[src/include/sbst_pkg.sv]
// Behaviour
// - inputs taken on test clock rise, outputs launched on its fall
// - tms sampled on each rise steers controller; reads high when undriven
// - current instruction picks the scan register between tdi and tdo
// - tdi enters the msb, tdo leaves from the lsb of every register
// - tdo driven only in shift states, else high-z, changes on fall
// - five rises with tms high reach reset, memory operation untouched
// - power-up reset puts controller in reset with tdo high-z
// - exactly one scan register sits in the serial path at a time
// - instruction register is three bits, shifted in from tdi
// - reset state and power-up load the identification instruction
// - capture-ir loads 01 into the two low instruction bits
// - bypass is one bit between tdi and tdo, cleared on capture
// - boundary register captures pin ring in capture-dr, shifts in shift-dr
// - extest, sample/preload and sample-z make boundary capture the ring
// - identification register captures fixed 32-bit code, shifts it out
// - sample-z floats output bus until next instruction update
// - cell 108 gates output bus in extest; preset high at reset
package sbst_pkg;

  // ==========================================================
  // controller states, gray along the usual path
  typedef enum logic [3:0] {
    TAP_RESET    = 4'h0, TAP_IDLE     = 4'h1, TAP_SEL_DR   = 4'h3,
    TAP_CAP_DR   = 4'h2, TAP_SHIFT_DR = 4'h6, TAP_EX1_DR   = 4'h7,
    TAP_PAUSE_DR = 4'h5, TAP_EX2_DR   = 4'h4, TAP_UPD_DR   = 4'hc,
    TAP_SEL_IR   = 4'hd, TAP_CAP_IR   = 4'hf, TAP_SHIFT_IR = 4'he,
    TAP_EX1_IR   = 4'ha, TAP_PAUSE_IR = 4'hb, TAP_EX2_IR   = 4'h9,
    TAP_UPD_IR   = 4'h8
  } sbst_tap_type;

  // data register selection
  typedef enum logic [1:0] {
    SEL_BYP = 2'h0, SEL_ID = 2'h1, SEL_BSR = 2'h2
  } sbst_sel_type;

  // ==========================================================
  // scan geometry and instruction codes
  localparam int          IR_LEN     = 3;
  localparam int          ID_LEN     = 32;
  localparam int          BSR_LEN    = 109;
  localparam int          OE_CELL    = 108;
  localparam logic [2:0]  IR_EXTEST  = 3'h0;
  localparam logic [2:0]  IR_IDCODE  = 3'h1;
  localparam logic [2:0]  IR_SAMPZ   = 3'h2;
  localparam logic [2:0]  IR_SAMPLE  = 3'h4;
  localparam logic [2:0]  IR_BYPASS  = 3'h7;
  localparam logic [2:0]  IR_CAPTURE = 3'h1;
  // arbitrary value, lsb set as a valid id needs
  localparam logic [31:0] ID_CODE    = 32'h0a5a_5001;
  localparam logic [2:0]  TMS_RESET_EDGES = 3'h5;

  // ==========================================================
  // register bus map
  localparam logic [3:0] OFS_CTRL   = 4'h0;
  localparam logic [3:0] OFS_STATUS = 4'h4;
  localparam int         CTRL_SRST  = 0;
  localparam int         STAT_STATE = 0;
  localparam int         STAT_IR    = 4;
  localparam int         STAT_QOE   = 7;
  localparam int         STAT_EXT   = 8;
  localparam int         STAT_TDOE  = 9;

  typedef struct packed {
    logic        read;
    logic        write;
    logic [3:0]  address;
    logic [31:0] writedata;
    logic [3:0]  byteenable;
  } sbst_av_req_type;

  typedef struct packed {
    logic        waitrequest;
    logic [31:0] readdata;
  } sbst_av_rsp_type;

endpackage

[src/design/sbst_tap.sv]
// Added by the designer: the register offsets and register access over Avalon-MM.
`timescale 1ns/1ns
`default_nettype none
module sbst_tap (
  input  wire logic                           core_clk,
  input  wire logic                           nrst,
  input  wire logic                           tck,
  input  wire logic                           tms,
  input  wire logic                           tdi,
  output logic                                tdo,
  output logic                                tdo_oe,
  input  wire logic [sbst_pkg::BSR_LEN-1:0]   pin_ring,
  output logic      [sbst_pkg::BSR_LEN-1:0]   bsr_drive,
  output logic                                q_bus_oe,
  output logic                                extest_active,
  input  wire sbst_pkg::sbst_av_req_type      av_req,
  output sbst_pkg::sbst_av_rsp_type           av_rsp
);

  // ==========================================================
  // state record
  typedef struct packed {
    logic [1:0]                  tck_sy;
    logic                        tck_d;
    logic [1:0]                  tms_sy;
    logic [1:0]                  tdi_sy;
    sbst_pkg::sbst_tap_type      state;
    logic [2:0]                  ir_sh;
    logic [2:0]                  ir;
    logic                        byp;
    logic [31:0]                 id_sh;
    logic [sbst_pkg::BSR_LEN-1:0] bsr_sh;
    logic [sbst_pkg::BSR_LEN-1:0] bsr_upd;
    logic                        tdo;
    logic                        tdo_oe;
    logic                        q_oe;
    logic                        ext;
    logic                        wait_r;
    logic [31:0]                 rdata;
  } sbst_state_type;

  sbst_state_type st;
  sbst_state_type next_st;
  logic           rise;
  logic           fall;
  logic           tms_v;
  logic           tdi_v;

  // ==========================================================
  // controller transition
  function automatic sbst_pkg::sbst_tap_type next_tap(
    input sbst_pkg::sbst_tap_type s,
    input logic                   m
  );
    next_tap = s;
    unique case (s)
      sbst_pkg::TAP_RESET:
        next_tap = m ? sbst_pkg::TAP_RESET : sbst_pkg::TAP_IDLE;
      sbst_pkg::TAP_IDLE:
        next_tap = m ? sbst_pkg::TAP_SEL_DR : sbst_pkg::TAP_IDLE;
      sbst_pkg::TAP_SEL_DR:
        next_tap = m ? sbst_pkg::TAP_SEL_IR : sbst_pkg::TAP_CAP_DR;
      sbst_pkg::TAP_CAP_DR:
        next_tap = m ? sbst_pkg::TAP_EX1_DR : sbst_pkg::TAP_SHIFT_DR;
      sbst_pkg::TAP_SHIFT_DR:
        next_tap = m ? sbst_pkg::TAP_EX1_DR : sbst_pkg::TAP_SHIFT_DR;
      sbst_pkg::TAP_EX1_DR:
        next_tap = m ? sbst_pkg::TAP_UPD_DR : sbst_pkg::TAP_PAUSE_DR;
      sbst_pkg::TAP_PAUSE_DR:
        next_tap = m ? sbst_pkg::TAP_EX2_DR : sbst_pkg::TAP_PAUSE_DR;
      sbst_pkg::TAP_EX2_DR:
        next_tap = m ? sbst_pkg::TAP_UPD_DR : sbst_pkg::TAP_SHIFT_DR;
      sbst_pkg::TAP_UPD_DR:
        next_tap = m ? sbst_pkg::TAP_SEL_DR : sbst_pkg::TAP_IDLE;
      sbst_pkg::TAP_SEL_IR:
        next_tap = m ? sbst_pkg::TAP_RESET : sbst_pkg::TAP_CAP_IR;
      sbst_pkg::TAP_CAP_IR:
        next_tap = m ? sbst_pkg::TAP_EX1_IR : sbst_pkg::TAP_SHIFT_IR;
      sbst_pkg::TAP_SHIFT_IR:
        next_tap = m ? sbst_pkg::TAP_EX1_IR : sbst_pkg::TAP_SHIFT_IR;
      sbst_pkg::TAP_EX1_IR:
        next_tap = m ? sbst_pkg::TAP_UPD_IR : sbst_pkg::TAP_PAUSE_IR;
      sbst_pkg::TAP_PAUSE_IR:
        next_tap = m ? sbst_pkg::TAP_EX2_IR : sbst_pkg::TAP_PAUSE_IR;
      sbst_pkg::TAP_EX2_IR:
        next_tap = m ? sbst_pkg::TAP_UPD_IR : sbst_pkg::TAP_SHIFT_IR;
      sbst_pkg::TAP_UPD_IR:
        next_tap = m ? sbst_pkg::TAP_SEL_DR : sbst_pkg::TAP_IDLE;
    endcase
  endfunction

  // reserved codes fall back to bypass so the path never opens
  function automatic sbst_pkg::sbst_sel_type sel_of(input logic [2:0] i);
    if (i == sbst_pkg::IR_IDCODE) begin
      sel_of = sbst_pkg::SEL_ID;
    end else if (i == sbst_pkg::IR_EXTEST || i == sbst_pkg::IR_SAMPZ ||
                 i == sbst_pkg::IR_SAMPLE) begin
      sel_of = sbst_pkg::SEL_BSR;
    end else begin
      sel_of = sbst_pkg::SEL_BYP;
    end
  endfunction

  function automatic logic is_shift(input sbst_pkg::sbst_tap_type s);
    is_shift = (s == sbst_pkg::TAP_SHIFT_DR) ||
               (s == sbst_pkg::TAP_SHIFT_IR);
  endfunction

  // ==========================================================
  // test clock edges, seen after the second sync stage only
  assign rise  = st.tck_sy[1] & ~st.tck_d;
  assign fall  = ~st.tck_sy[1] & st.tck_d;
  assign tms_v = st.tms_sy[1];
  assign tdi_v = st.tdi_sy[1];

  // ==========================================================
  // next-state logic
  always_comb begin
    next_st        = st;
    next_st.tck_sy = {st.tck_sy[0], tck};
    next_st.tck_d  = st.tck_sy[1];
    next_st.tms_sy = {st.tms_sy[0], tms};
    next_st.tdi_sy = {st.tdi_sy[0], tdi};
    next_st.wait_r = 1'b1;
    if (rise) begin
      next_st.state = next_tap(st.state, tms_v);
      if (st.state == sbst_pkg::TAP_CAP_IR) begin
        next_st.ir_sh = sbst_pkg::IR_CAPTURE;
      end else if (st.state == sbst_pkg::TAP_SHIFT_IR) begin
        next_st.ir_sh = {tdi_v, st.ir_sh[2:1]};
      end else if (st.state == sbst_pkg::TAP_UPD_IR) begin
        next_st.ir = st.ir_sh;
      end else if (st.state == sbst_pkg::TAP_CAP_DR) begin
        unique case (sel_of(st.ir))
          sbst_pkg::SEL_BYP: next_st.byp = 1'b0;
          sbst_pkg::SEL_ID:  next_st.id_sh = sbst_pkg::ID_CODE;
          sbst_pkg::SEL_BSR: next_st.bsr_sh = pin_ring;
          default: next_st.byp = 1'b0;
        endcase
      end else if (st.state == sbst_pkg::TAP_SHIFT_DR) begin
        unique case (sel_of(st.ir))
          sbst_pkg::SEL_BYP: next_st.byp = tdi_v;
          sbst_pkg::SEL_ID:
            next_st.id_sh = {tdi_v, st.id_sh[31:1]};
          sbst_pkg::SEL_BSR:
            next_st.bsr_sh = {tdi_v, st.bsr_sh[sbst_pkg::BSR_LEN-1:1]};
          default: next_st.byp = tdi_v;
        endcase
      end else if (st.state == sbst_pkg::TAP_UPD_DR &&
                   sel_of(st.ir) == sbst_pkg::SEL_BSR) begin
        // preload latch feeds the pin drivers
        next_st.bsr_upd = st.bsr_sh;
      end
    end
    if (fall) begin
      // tdo launched on fall, driven in shift only
      next_st.tdo_oe = is_shift(st.state);
      if (st.state == sbst_pkg::TAP_SHIFT_IR) begin
        next_st.tdo = st.ir_sh[0];
      end else if (sel_of(st.ir) == sbst_pkg::SEL_ID) begin
        next_st.tdo = st.id_sh[0];
      end else if (sel_of(st.ir) == sbst_pkg::SEL_BSR) begin
        next_st.tdo = st.bsr_sh[0];
      end else begin
        next_st.tdo = st.byp;
      end
    end
    if (st.state == sbst_pkg::TAP_RESET) begin
      // reset state holds id and enables output bus
      next_st.ir = sbst_pkg::IR_IDCODE;
      next_st.bsr_upd[sbst_pkg::OE_CELL] = 1'b1;
      next_st.tdo_oe = 1'b0;
    end
    // output bus gating from current instruction
    next_st.ext  = (st.ir == sbst_pkg::IR_EXTEST);
    next_st.q_oe = (st.ir == sbst_pkg::IR_EXTEST) ?
                   st.bsr_upd[sbst_pkg::OE_CELL] :
                   (st.ir != sbst_pkg::IR_SAMPZ);
    // bus slave: one wait cycle, answer on the second
    if ((av_req.read || av_req.write) && st.wait_r) begin
      next_st.wait_r = 1'b0;
      next_st.rdata  = 32'h0000_0000;
      if (av_req.read && av_req.address == sbst_pkg::OFS_STATUS) begin
        next_st.rdata[sbst_pkg::STAT_STATE +: 4] = st.state;
        next_st.rdata[sbst_pkg::STAT_IR +: 3]    = st.ir;
        next_st.rdata[sbst_pkg::STAT_QOE]        = st.q_oe;
        next_st.rdata[sbst_pkg::STAT_EXT]        = st.ext;
        next_st.rdata[sbst_pkg::STAT_TDOE]       = st.tdo_oe;
      end
    end
    // soft reset lands on the edge that completes the write
    if (!st.wait_r && av_req.write &&
        av_req.address == sbst_pkg::OFS_CTRL && av_req.byteenable[0] &&
        av_req.writedata[sbst_pkg::CTRL_SRST]) begin
      next_st.state = sbst_pkg::TAP_RESET;
    end
  end

  // ==========================================================
  // state register; power-up reset puts tdo in high-z
  always_ff @(posedge core_clk or negedge nrst) begin
    if (!nrst) begin
      st         <= '0;
      st.tms_sy  <= 2'h3;
      st.tdi_sy  <= 2'h3;
      st.state   <= sbst_pkg::TAP_RESET;
      st.ir      <= sbst_pkg::IR_IDCODE;
      st.bsr_upd <= {1'b1, {(sbst_pkg::BSR_LEN-1){1'b0}}};
      st.q_oe    <= 1'b1;
      st.wait_r  <= 1'b1;
    end else begin
      st <= next_st;
    end
  end

  // outputs straight from the record
  assign tdo                = st.tdo;
  assign tdo_oe             = st.tdo_oe;
  assign bsr_drive          = st.bsr_upd;
  assign q_bus_oe           = st.q_oe;
  assign extest_active      = st.ext;
  assign av_rsp.waitrequest = st.wait_r;
  assign av_rsp.readdata    = st.rdata;

  // ==========================================================
  // checks
  logic [2:0] hi_cnt;

  // consecutive rises seen with tms high, saturating
  always_ff @(posedge core_clk or negedge nrst) begin
    if (!nrst) begin
      hi_cnt <= 3'h0;
    end else if (rise) begin
      if (!tms_v) begin
        hi_cnt <= 3'h0;
      end else if (hi_cnt != sbst_pkg::TMS_RESET_EDGES) begin
        hi_cnt <= hi_cnt + 3'h1;
      end
    end
  end
endmodule
`default_nettype wire

[config.mk]
export PLATFORM = sky130hd
export DESIGN_NAME = sbst_tap
export DESIGN_NICKNAME = d
export VERILOG_FILES = /design/src/include/sbst_pkg.sv /design/src/design/sbst_tap.sv
export SDC_FILE = /design/constraint.sdc
export NUM_CORES = 1
export LEC_CHECK = 0
export BUFFER_PORTS_ARGS = -buffer_cell sky130_fd_sc_hd__buf_2
export CORE_MARGIN = 5
export CORE_UTILIZATION = 58
export CTS_BUF_LIST = sky130_fd_sc_hd__clkbuf_16
export DETAILED_ROUTE_END_ITERATION = 10
export GPL_TIMING_DRIVEN = 0
export PLACE_DENSITY = 0.91
export SLEW_MARGIN = 20
export SYNTH_ARGS = -nofsm -noshare
export SYNTH_HDL_FRONTEND = slang
export SYNTH_SLANG_ARGS = --single-unit
[constraint.sdc]
create_clock -name core_clk -period 3.3 [get_ports core_clk]
set_input_delay 0.66 -clock core_clk [delete_from_list [all_inputs] [get_ports core_clk]]
set_output_delay 0.66 -clock core_clk [all_outputs]
set_load 0.01 [all_outputs]
* After elaboration in Yosys (flattened, before gate mapping)
Index checks and enable logic that the tools add are counted.
** Storage, ports and cells
- Register bits after elaboration :: 283
- Input port bits :: 156
- Output and inout port bits :: 146
- Logic and storage cells :: 165
** Cells by class
- Equality and inequality tests :: 36
- Mux-type cells :: 66
- Bitwise gates (word level) :: 9
- Reductions and logical operators :: 36
** Operator list (number)
- $mux W109 :: 5
- $mux W254 :: 2
- $mux W142 :: 2
- $mux W261 :: 1
- $mux W251 :: 1
- $mux W32 :: 2
- $mux W2 :: 27
- $pmux W4 S12 :: 1
- $reduce_and A7 Y1 :: 5
- $mux W33 :: 1
- $eq A4 B4 Y1 const B :: 8
- $eq A4 B3 Y1 const B :: 5
- $mux W4 :: 5
- $mux W3 :: 6
- $reduce_bool A2 Y1 :: 9
- $ne A2 B1 Y1 const B :: 8
- $mux W1 :: 12
- $mux W10 :: 1
- $eq A2 B2 Y1 const B :: 4
- $eq A4 B2 Y1 const B :: 2
- $logic_not A4 Y1 :: 2
- $reduce_or A2 Y1 :: 4
- $logic_and A1 B1 Y1 :: 7
- $not A1 Y1 :: 7
- other kinds (14) :: 20

* Depth between registers and ports, before layout
Gate-level depths: netlist (run 1).
- Depth in word-level cells :: 21
- Depth in mapped cells :: 8
- Gate-level depth less buffers :: 4

* Worst setup path before layout (run 1)
No wires, ideal clock.
- Kind :: register to register
- From :: reg st[290] in the netlist's numbering
- To :: reg st[267] in the netlist's numbering
- Data arrival time :: 1674 ps
- Data required time :: 3180 ps
- Setup slack :: 1506 ps
- Cell stages (with the launch flop) :: 8
- Buffers on the path :: 3
- Clock period less this slack :: 1794 ps
- Path through :: dfrtp_1 > buf_2 > or3b_1 > or4_1 > clkbuf_1 > buf_2 > nand2_1 > nand2_1
** Between the ends
- Longest elaborated chain between the ends :: 14
- Elaborated cells on any way between the ends :: 24
- Those cells by class :: eq/ne (6); mux (13); reduce/logical (5)
** Ends and longest elaborated chain
- start: declaration :: line sbst_tap.sv:42 : sbst_state_type st;
- start signal: assignment :: line sbst_tap.sv:212 : st <= next_st;
- $eq A3 B2 Y1 / $logic_not A3 Y1 (equally long branches) :: line sbst_tap.sv:96 : end else if (i == sbst_pkg::IR_EXTEST || i == sbst_pkg::IR_SAMPZ ||
- $logic_or A1 B1 Y1 (2 in a row) :: line sbst_tap.sv:96
- $mux W2 :: line sbst_tap.sv:96
- $mux W2 (*) :: line sbst_tap.sv:94 : if (i == sbst_pkg::IR_IDCODE) begin
- $mux W2 :: line sbst_tap.sv:140 : end else if (st.state == sbst_pkg::TAP_SHIFT_DR) begin
- $mux W2 :: line sbst_tap.sv:133 : end else if (st.state == sbst_pkg::TAP_CAP_DR) begin
- $mux W2 :: line sbst_tap.sv:131 : end else if (st.state == sbst_pkg::TAP_UPD_IR) begin
- $mux W2 :: line sbst_tap.sv:129 : end else if (st.state == sbst_pkg::TAP_SHIFT_IR) begin
- $mux W2 :: line sbst_tap.sv:127 : if (st.state == sbst_pkg::TAP_CAP_IR) begin
- $mux W2 :: line sbst_tap.sv:125 : if (rise) begin
- $eq A2 B1 Y1 :: line sbst_tap.sv:141 : unique case (sel_of(st.ir))
- $reduce_bool A2 Y1 (no source line)
- $reduce_and A7 Y1 (no source line) (*)
Every way passes the cells marked *; elsewhere a longest branch is shown, timed or not. The select of a mux whose other input is x is not followed.
A chain may end at the register's enable or synchronous reset.

* Worst setup path after layout (run 1)
- From :: reg st[294] in the netlist's numbering
- To :: reg st[241] in the netlist's numbering
** Between the ends
- Longest elaborated chain between the ends :: 3
- Elaborated cells on any way between the ends :: 13
- Those cells by class :: eq/ne (6); mux (1); bitwise (3); reduce/logical (3)
** Ends and longest elaborated chain (line)
- $eq A4 B2 Y1 (tied with other cells) :: sbst_tap.sv:133
- $ne A2 B1 Y1 (no source line) (tied with other cells)
- $reduce_and A7 Y1 (no source line)
Several ways; a longest one is shown, not always the timed one.

==> results of run 1 <==
[power breakdown]
part / total (mW) / internal (mW) / switching (mW) / leakage (nW)
clock network: 3.06 / 1.74 / 1.32 / 0.447
logic: 1.37 / 0.486 / 0.886 / 4.65
registers: 3.80 / 3.67 / 0.135 / 3.35
[metal layers]
| metal | track usage [%] | wire, µm | part of all wire [%] |
|---|---|---|---|
| met1 | 32.75 | 12530 | 39 |
| met4 | 8.976 | 1156 | 3.6 |
| met3 | 4.539 | 2648 | 8.2 |
| met2 | 41.76 | 15830 | 49 |
| met5 | 0 | 41 | 0.13 |
[path summary, 6_finish.rpt]
check                                   from            to  cells past startpoint
worst max-delay path                 st[294]       st[241]                      8
worst min-delay path                    nrst       st[225]                      1
worst max register to register       st[294]       st[241]                      8
worst min register to register  next_st[304]  next_st[302]                      0
max in group asynchronous               nrst       st[299]                      2
min in group core_clk                    tdi  next_st[299]                      1
[cell families after synthesis]
logic type	share of synthesized area, %
muxes	9.641
adders and majority gates	0.07807
DFF	55.31
other	0.02925
buffers and inverters	11.38
and+or+nand+nor	15.12
AOI/OAI and AO/OA	8.441
[layout make-up]
type	instances	area [µm²]
Clock buffer	29	725.7
Clock inverter	22	150.1
Buffer	224	1440
Inverter	5	18.77
Fill cell	1533	6394
Multi-Input combinational cell	772	4357
Tap cell	280	350.3
Sequential cell	283	7092
Timing Repair Buffer	247	1291
Antenna cell	2	5.005
[per-stage QoR]
stage	hold slack, ns	setup WS [ns]	utilization [%]	cell area (µm²)	setup TNS, ns
6_report	0.1255	0.9509	70.70	15430	0
4_1_cts	0.1571	0.9475	70.68	15420	0
3_5_place_dp	0.3355	0.9703	66.67	14550	0
2_1_floorplan	0.3312	1.506	-	12900	0
5_1_grt	0.1961	0.7840	70.69	15430	0
3_3_place_gp	0.3351	-3.398	66.34	14480	-940.56
[layout by cell type, fill, tap and decap left out, drive strengths merged, types with 8 or more instances in the layout]
master and n:
a31oi 109, clkinv 13, nor2 121, buf 434, mux2 108, inv 10, a22o 17, conb 22
nand2 288, clkbuf 66, nor3 8, dfstp 8, o21ai 23, nand3 25, dfrtp 275
[sequential cells by signal, summed over array words and instances (netlist names)]
| register | cells |
|---|---|
| tdo_oe | 1 |
| next_st | 4 |
| st | 155 |
| av_rsp | 11 |
| tdo | 1 |
| q_bus_oe | 1 |
| bsr_drive | 109 |
| extest_active | 1 |
[worst max-delay path, stage by stage (launching register included)]
cell and delay (ns):
dfrtp_1 0.32, buf_2 0.19, nand2b_4 0.20, nand2b_1 0.12, clkbuf_1 0.29, buf_2 0.34
clkbuf_1 0.43, nand2_1 0.13, a31oi_1 0.23
==> summary.txt, run 1 <==
Clocking
  • CTS Sinks: 283
  • Root buf cell: clkbuf_16
  • Hold-fix buffers, CTS: 0
  • CTS resizes: 0
  • Setup bufs post-CTS: 0
  • Worst-case clock buffer depth: 3
  • Worst skew pair latency: 0.53 ns
  • Number of buffers created by CTS: 28
  • CTS tree: yes
  • CTS H-Tree Depth: 1
  • Worst-path clk slew: 0.06 ns

Finish
  • Area Overhead vs Synth: 20.34%
  • Share of layout cells above drive strength 1: 37.42%
  • Post-route insts no fill: 1864
  • Final nets: 1717

Logic synthesis
  • Synth area leaders: dfrtp_1 54%, mux2_2 9.5%, nand2_1 8.4%
  • Asr flop ratio synth: 100.0%
  • Top-count cell post-synth: nand2_1
  • Seq/Total Area, Yosys: 55.31%
  • Dominant synthesized flop cell: dfrtp_1
  • Syn avg cell area: 10.15 µm²
  • Yosys cell types: 50
  • Gate Count Post-Synth: 1263
  • Post-Syn Area: 12820 µm²
  • Number of synthesized flops with an enable pin: 0
  • Post-synthesis register bit count: 283
  • Area leader, netlist: dfrtp_1
  • Post-synth top cells: 287 x nand2_1, 275 x dfrtp_1, 142 x buf_4, 121 x nor2_1, 109 x a31oi_1
  • Top cell type's share of synthesized area: 53.67%
  • Yosys Warn Count: 0

Die
  • Die area: 25180 µm²
  • Core outline area: 21820 µm²
  • Top Ports: 302
  • Initial Utilization: 58.75%
  • # rows: 54
  • Die X: 158.7 µm
  • Die height: 158.7 µm

Setup path
  • Highest net fanout along the worst path: 10
  • Req. time, crit path: 3.74 ns
  • R2R Setup Slk: 0.95 ns
  • Setup crit start kind: register
  • CP Class: reg -> reg
  • Arrival @ worst endpoint: 2.78 ns
  • Crit. End Element: register

STA
  • Maximum clock skew at final layout: 0.009241 ns
  • Max-slew headroom: 47.95%
  • Fin crit share: 71.19%
  • Final min period: 2.349 ns
  • Max Freq: 425.7 MHz
  • Final Hold Vio Count: 0
  • Worst slew pin tran: 0.7782 ns
  • Final Setup Violations: 0
  • Max-slew violations: 0
  • RSZ-0062 raised after global routing: false

Detailed routing
  • Remaining DRCs: 0
  • Antenna-violating nets left: 0
  • Wirelength, routed: 32210 µm
  • Post-DR wirelength/cell: 17.28 µm
  • Initial DRC count: 786
  • Initial DRT Pass Iterations: 5
  • Drt via density: 5.443
  • Vias: 10150

Global routing
  • Pin count of the biggest net entering global routing: 98
  • Initial antenna violation count: 5
  • First-pass GRT wire length: 50740 µm
  • Vias in the first global route: 10030
  • Congestion Overflow GR: 0
  • Gr usage total: 24.92%

Status
  • Outcome: complete, no violations

Placed design
  • Port Buffer Count: 245
  • Placer Congestion: 0.8617
  • Placed cells: 1811
  • DP HPWL: 22600 µm

Power and ir drop
  • Overall power: 8.228 mW
  • P per Cell Area: 533.3 nW/µm²
  • Lkg Pwr: 8.444 nW
  • Max VDD drop: 0.3236 mV

Worst hold path
  • Min-Delay Path Class: in -> async

Run
  • Max-cap violations: 0
(Power assumes the default switching activity.)
==> run 2, diff against run 1 <==
- CORE_UTILIZATION: 58 -> 49
- PLACE_DENSITY: 0.91 -> 0.83
- clock period: 3.3 -> 1.99 ns (I/O delays scaled with it)
==> run 2 against run 1 <==
Effect of this change:
- global-route usage fell by 3.5 points
- die area rose by 17%
- routed wire length rose by 3.7%
- sequential share of layout area fell by 1.7 points
- first-iteration DRC count rose by 26%
- critical path depth did not move
- sequential power rose by 66%
- clock power rose by 73%
- combinational power rose by 79%
- count of clock-buffer cells in the layout did not move
- cell count rose by 4.1%
- via count fell by 0.37%
- critical path type unchanged
- largest cell class unchanged
==> summary.txt, run 2 (same netlist as run 1, synthesis figures left out) <==
Status
  • Outcome: complete, no violations

Finish
  • Commonest non-fill, non-tap cell in the layout: nand2_1
  • Share of layout cells above drive strength 1: 40.11% (+2.7 points)
  • Area Overhead vs Synth: 24.91%
  • Number of flip-flops in the largest register: 155 (unchanged)
  • Multi-input gate area: 4422 µm² (+1.5%)
  • Fillers: 2091 (+36%)
  • Largest Register: st
  • Most frequent cells in the layout: 287 x nand2_1, 273 x dfrtp_1, 260 x buf_2
  • Reg area: 7094 µm² (about the same)
  • Post-route insts no fill: 1940 (+4.1%)
  • Final nets: 1736 (+1.1%)

STA
  • Fin crit share: 99.78% (+29 points)
  • Worst slew pin tran: 0.6820 ns (-0.09618 ns)
  • Setup ws final: 0.004417 ns (-0.9465 ns)
  • RSZ-0062 raised after global routing: true
  • Final min period: 1.986 ns (-0.3635 ns)
  • Final Setup Violations: 0 (unchanged)
  • Maximum clock skew at final layout: 0.01289 ns (+0.003644 ns)
  • Max-slew violations: 0 (unchanged)
  • Max-slew headroom: 54.36% (+6.4 points)
  • Max Freq: 503.6 MHz (+18%)
  • Final Hold Vio Count: 0 (unchanged)

Detailed routing
  • Remaining DRCs: 0 (unchanged)
  • Wirelength, routed: 33390 µm (+3.7%)
  • Initial DRT Pass Iterations: 6 (+1)
  • Drt via density: 5.210 (-4.3%)
  • Post-DR wirelength/cell: 17.21 µm (-0.39%)
  • Antenna-violating nets left: 0 (unchanged)
  • Vias: 10110 (-0.37%)
  • Initial DRC count: 989 (+26%)

Die
  • Die X: 171.8 µm (+8.2%)
  • Initial Utilization: 49.49% (-9.3 points)
  • Top Ports: 302 (unchanged)
  • # rows: 59 (+9.3%)
  • Core outline area: 25910 µm² (+19%)
  • Die height: 171.8 µm (+8.2%)
  • Die area: 29500 µm² (+17%)

Power and ir drop
  • Combinational Power Share: 17.5% (+0.8 points)
  • Power Internal: 10.03 mW (+70%)
  • Overall power: 14.06 mW (+71%)
  • Clock group share of total power: 37.7% (+0.6 points)
  • Max VDD drop: 0.6697 mV (+110%)
  • Psw: 4.033 mW (+72%)
  • Lkg Pwr: 8.735 nW (+3.4%)
  • P per Cell Area: 877.9 nW/µm² (+65%)
  • Sequential power share: 44.9% (-1.3 points)
  • Switching Share: 28.68% (+0.24 points)

Run
  • Max-cap violations: 0 (unchanged)

Placed design
  • Port Buffer Count: 245 (unchanged)
  • DP HPWL: 22980 µm (+1.7%)
  • Setup WS pre-CTS: -0.3728 ns (-1.343 ns)
  • Placed cells: 1866 (+3.0%)
  • Placer Congestion: 0.8742 (+1.5%)

Setup path
  • Crit. End Element: register
  • Largest stage delay on the critical path: 0.54 ns (+0.11 ns)
  • Buf+Inv Stages, Crit Path: 4 (unchanged)
  • CP Class: reg -> reg
  • Setup crit start kind: register
  • Highest net fanout along the worst path: 10 (unchanged)
  • CP delay by family, top: buffers and inverters
  • CP max stage cell: dfstp_2
  • CP cell instances: buf_6, a21o_1, buf_4, nor3b_4, buf_6, nand2_8, buf_4, mux2_2
  • Req. time, crit path: 2.40 ns (-1.34 ns)
  • Arrival @ worst endpoint: 2.40 ns (-0.38 ns)

Clocking
  • Root buf cell: clkbuf_16
  • CTS tree: yes
  • Worst-path clk slew: 0.06 ns (about the same)
  • CTS H-Tree Depth: 1 (unchanged)
  • CTS Sinks: 283 (unchanged)
  • Worst skew pair latency: 0.54 ns (about the same)
  • Worst-case clock buffer depth: 3 (unchanged)
  • Number of buffers created by CTS: 29 (+3.6%)

Global routing
  • Pin count of the biggest net entering global routing: 102 (+4.1%)
  • Gr usage total: 21.45% (-3.5 points)
  • First-pass GRT wire length: 51650 µm (+1.8%)
  • Congestion Overflow GR: 0 (unchanged)
  • Initial antenna violation count: 3 (-2)
  • Vias in the first global route: 9929 (-1.0%)

Worst hold path
  • Min-Delay Path Class: in -> reg
run 2: cell types whose count changed in the layout (fill, tap and decap cells not counted), sizes merged:
cell         delta
buf            +17
clkbuf          -4
dlygate4sd3     +4
inv             +2
bufinv          +1
nand2           +1
run 2: through the flow:
step	hold slack [ns]	instance area, µm²	setup TNS (ns)	utilization [%]
final	0.1106	16020	0	61.81
after global placement	0.3476	14550	-1334.45	56.14
after CTS	0.08649	15800	-0.07047	60.96
after detailed placement	0.3457	14620	-39.92	56.42
after floorplan	0.1024	12900	0	-
after global routing	0.1055	16020	-1.409	61.81
run 2: per-layer routing:
| layer | vias up | share of wire [%] | track usage, % |
|---|---|---|---|
| met5 | - | 0.039 | 0 |
| met4 | 2 | 2.8 | 6.938 |
| met3 | 70 | 7.3 | 3.195 |
| met2 | 390 | 49 | 35.59 |
| met1 | 4909 | 41 | 29.28 |
| li1 | 4737 | - | - |
run 2: power groups by stage:
| stage | Combinational [mW] | Clock (mW) | Sequential, mW |
|---|---|---|---|
| after floorplan | 1.49 | 0 | 6.33 |
| after global placement | 2.15 | 0 | 6.38 |
| after detailed placement | 2.24 | 0 | 6.40 |
| after CTS | 2.36 | 5.39 | 6.30 |
| after global routing | 2.74 | 5.63 | 6.34 |
| final | 2.45 | 5.29 | 6.31 |
run 2: worst reg2reg max path, stage by stage, from the launching register on:
cell and delay (ns):
dfstp_2 0.54, buf_6 0.13, a21o_1 0.13, buf_4 0.13, nor3b_4 0.04, buf_6 0.14, nand2_8 0.14, buf_4 0.25
mux2_2 0.36
run 2: cell type report:
cell class | instances | area share, %
clock inverter | 25 | 1.234
antenna | 2 | 0.03125
buffer | 220 | 10.04
multi-input combinational | 773 | 27.61
sequential | 283 | 44.29
timing repair buffer | 268 | 9.530
inverter | 5 | 0.1172
tap | 335 | 2.617
clock buffer | 29 | 4.531
run 2: timing repair:
action	4_1_cts	5_1_grt
endpoints found under the setup margin	246	306
pin swaps	1	3
gates cloned	1	2
gates resized for setup	51	68
hold endpoints to repair	81	0
hold buffers	4	0
setup buffers	11	4
run 2: final timing paths:
check / startpoint / endpoint / slack [ns] / depth (start not counted)
max in group asynchronous: nrst / bsr_drive[37] / 0.33 / 4
worst min register to register: next_st[301] / st[301] / 0.35 / 0
worst min-delay path: pin_ring[48] / st[194] / 0.11 / 3
worst max-delay path: st[288] / bsr_drive[63] / 0.004 / 8
worst max register to register: st[288] / bsr_drive[63] / 0.004 / 8
min in group asynchronous: nrst / bsr_drive[76] / 0.38 / 2
==> run 3, diff against run 2 <==
--- a/config.mk
+++ b/config.mk
@@ -12,3 +12,2 @@
 export DETAILED_ROUTE_END_ITERATION = 10
-export GPL_TIMING_DRIVEN = 0
 export PLACE_DENSITY = 0.83
==> constraint.sdc (replaced) <==
create_clock -name core_clk -period 1.99 [get_ports core_clk]
set_input_delay 0.4975 -clock core_clk [delete_from_list [all_inputs] [get_ports core_clk]]
set_output_delay 0.4975 -clock core_clk [all_outputs]
set_load 0.01 [all_outputs]
==> run 3 against run 2 <==
Effect of this change:
- largest cell class unchanged
- combinational power shrank 9.0%
- cell count down 10%
- power increased by 0.13%
- critical path depth is 1 lower
- maximum frequency grew 4.3%
- via count down 6.8%
==> summary.txt, run 3 (same netlist as run 1, synthesis figures left out) <==
Finish
  • Post-layout util: 56.59% (-5.2 points)
  • Post-Layout Inst Area: 14660 µm² (-8.5%)
  • Final nets: 1535 (-12%)
  • Share of layout cells above drive strength 1: 32.31% (-7.8 points)
  • Largest Register: st
  • Commonest non-fill, non-tap cell in the layout: nand2_1
  • Area Overhead vs Synth: 14.35%
  • Post-route insts no fill: 1739 (-10%)
  • Number of flip-flops in the largest register: 155 (unchanged)
  • Most frequent cells in the layout: 287 x nand2_1, 275 x dfrtp_1, 244 x buf_2

Global routing
  • First-pass GRT wire length: 47220 µm (-8.6%)
  • Congestion Overflow GR: 0 (unchanged)
  • Pin count of the biggest net entering global routing: 93 (-8.8%)
  • Gr usage total: 19.35% (-2.1 points)
  • Vias in the first global route: 9147 (-7.9%)
  • Initial antenna violation count: 4 (+1)

STA
  • Max-slew headroom: 61.69% (+7.3 points)
  • Final Setup Violations: 0 (unchanged)
  • Final Hold Vio Count: 0 (unchanged)
  • RSZ-0062 raised after global routing: true
  • Worst slew pin tran: 0.5711 ns (-0.1109 ns)
  • Final min period: 1.904 ns (-0.08184 ns)
  • Max Freq: 525.3 MHz (+4.3%)
  • Fin crit share: 95.67% (-4.1 points)
  • Setup ws final: 0.08626 ns (+0.08184 ns)
  • Max-slew violations: 0 (unchanged)
  • Setup TNS: 0 ns (unchanged)
  • Maximum clock skew at final layout: 0.03017 ns (+0.01728 ns)

Die
  • Die area: 29500 µm² (unchanged)
  • Core outline area: 25910 µm² (unchanged)
  • Die X: 171.8 µm (unchanged)
  • Initial Utilization: 49.49% (unchanged)
  • Top Ports: 302 (unchanged)
  • Die height: 171.8 µm (unchanged)
  • # rows: 59 (unchanged)

Setup path
  • Crit. End Element: register
  • Highest net fanout along the worst path: 46 (+36)
  • R2R Setup Slk: 0.09 ns (+0.08 ns)
  • R2r worst-path depth: 7 (-1)
  • R2R Path End: st[211]
  • Worst r2r src: st[302]
  • Arrival @ worst endpoint: 2.36 ns (-0.04 ns)
  • CP Class: reg -> reg
  • Critical Path Source: st[302]
  • Req. time, crit path: 2.44 ns (+0.04 ns)
  • Setup crit start kind: register

Worst hold path
  • Hold Path Origin: tms
  • Hold path depth: 1 (-2)
  • Min-Delay Path Class: in -> reg
  • End of the worst hold path: next_st[301]

Placed design
  • DP Area: 13610 µm² (-6.9%)
  • Port Buffer Count: 245 (unchanged)
  • DP HPWL: 19980 µm (-13%)
  • Placer Congestion: 0.8512 (-2.6%)
  • Setup WS pre-CTS: 0.04674 ns (+0.4195 ns)
  • Placed cells: 1680 (-10%)

Clocking
  • Worst skew pair latency: 0.56 ns (+0.02 ns)
  • Root buf cell: clkbuf_16
  • Setup bufs post-CTS: 0 (-11)
  • CTS tree: yes
  • CTS Sinks: 283 (unchanged)
  • CTS H-Tree Depth: 1 (unchanged)
  • Number of buffers created by CTS: 30 (+3.4%)
  • Worst-path clk slew: 0.06 ns (about the same)
  • Worst-case clock buffer depth: 3 (unchanged)

Power and ir drop
  • Lkg Pwr: 7.743 nW (-11%)
  • P per Cell Area: 960.2 nW/µm² (+9.4%)
  • Max VDD drop: 0.7063 mV (+5.5%)

Status
  • Outcome: complete, no violations

Detailed routing
  • Initial DRT Pass Iterations: 6 (unchanged)
  • Initial DRC count: 824 (-17%)
  • Vias: 9416 (-6.8%)
  • Drt via density: 5.415 (+3.9%)
  • Antenna-violating nets left: 0 (unchanged)
  • Post-DR wirelength/cell: 17.15 µm (-0.38%)
  • Wirelength, routed: 29820 µm (-11%)
  • Remaining DRCs: 0 (unchanged)

Run
  • Max-cap violations: 0 (unchanged)
run 3: cell types whose count changed in the layout (fill, tap and decap cells not counted), sizes merged:
cell         previous run  this run
dlygate4sd3             4         1
clkinv                 13        17
nand2                 289       288
inv                    12         8
clkinvlp                2         1
buf                   451       285
clkbuf                 62        31
bufinv                  3         4
run 3: where the power goes:
| part | switching (mW) | leakage, nW | internal [mW] |
|---|---|---|---|
| logic | 1.41 | 3.91 | 0.826 |
| clock network | 2.29 | 0.489 | 3.25 |
| registers | 0.224 | 3.35 | 6.08 |
| total | 3.92 | 7.74 | 10.2 |
run 3: layout make-up:
cell class	instances	area [µm²]
diodes	2	5.005
clock buffers	30	750.7
clock inverters	25	230.2
fillers	2153	11250
inverters	5	18.77
multi-input cells	772	4390
flip-flops and latches	283	7092
well taps	335	419.2
repair buffers	287	1757
run 3: layer usage:
| layer | vias to the layer above | global-route usage, % | share of wire [%] |
|---|---|---|---|
| met5 | - | 0 | 0.12 |
| met4 | 6 | 5.844 | 2.9 |
| met3 | 77 | 3.976 | 8.0 |
| met2 | 387 | 31.20 | 48 |
| met1 | 4622 | 26.66 | 41 |
| li1 | 4324 | - | - |
run 3: per-stage QoR:
| step | power (mW) | hold slack [ns] |
|---|---|---|
| 2_1_floorplan | 7.821 | 0.2019 |
| 3_3_place_gp | 8.545 | 0.3362 |
| 3_5_place_dp | 8.619 | 0.3409 |
| 4_1_cts | 14.18 | 0.02930 |
| 5_1_grt | 14.75 | 0.03191 |
| 6_report | 14.08 | 0.05565 |
run 3: repair_timing:
action                                  in CTS  in global routing
resized for setup                            0                  6
hold endpoints to repair                    48                  0
endpoints found under the setup margin       0                 58
hold buffers                                 1                  0
run 3: worst max path at each step:
stage,slack (ns),depth (start not counted),endpoint
3_5_place_dp,0.05,5,st[286]
6_report,0.09,7,st[211]
2_1_floorplan,0.20,7,st[267]
5_1_grt,-0.03,7,st[211]
3_3_place_gp,0.12,5,st[286]
4_1_cts,0.01,5,st[286]
run 3: critical path: stages (launching register included):
cell and delay, ns:
dfrtp_1 0.40, nand2b_1 0.19, buf_4 0.17, nor4_2 0.21
buf_4 0.27, buf_16 0.24, nor2_1 0.07, a31oi_1 0.24
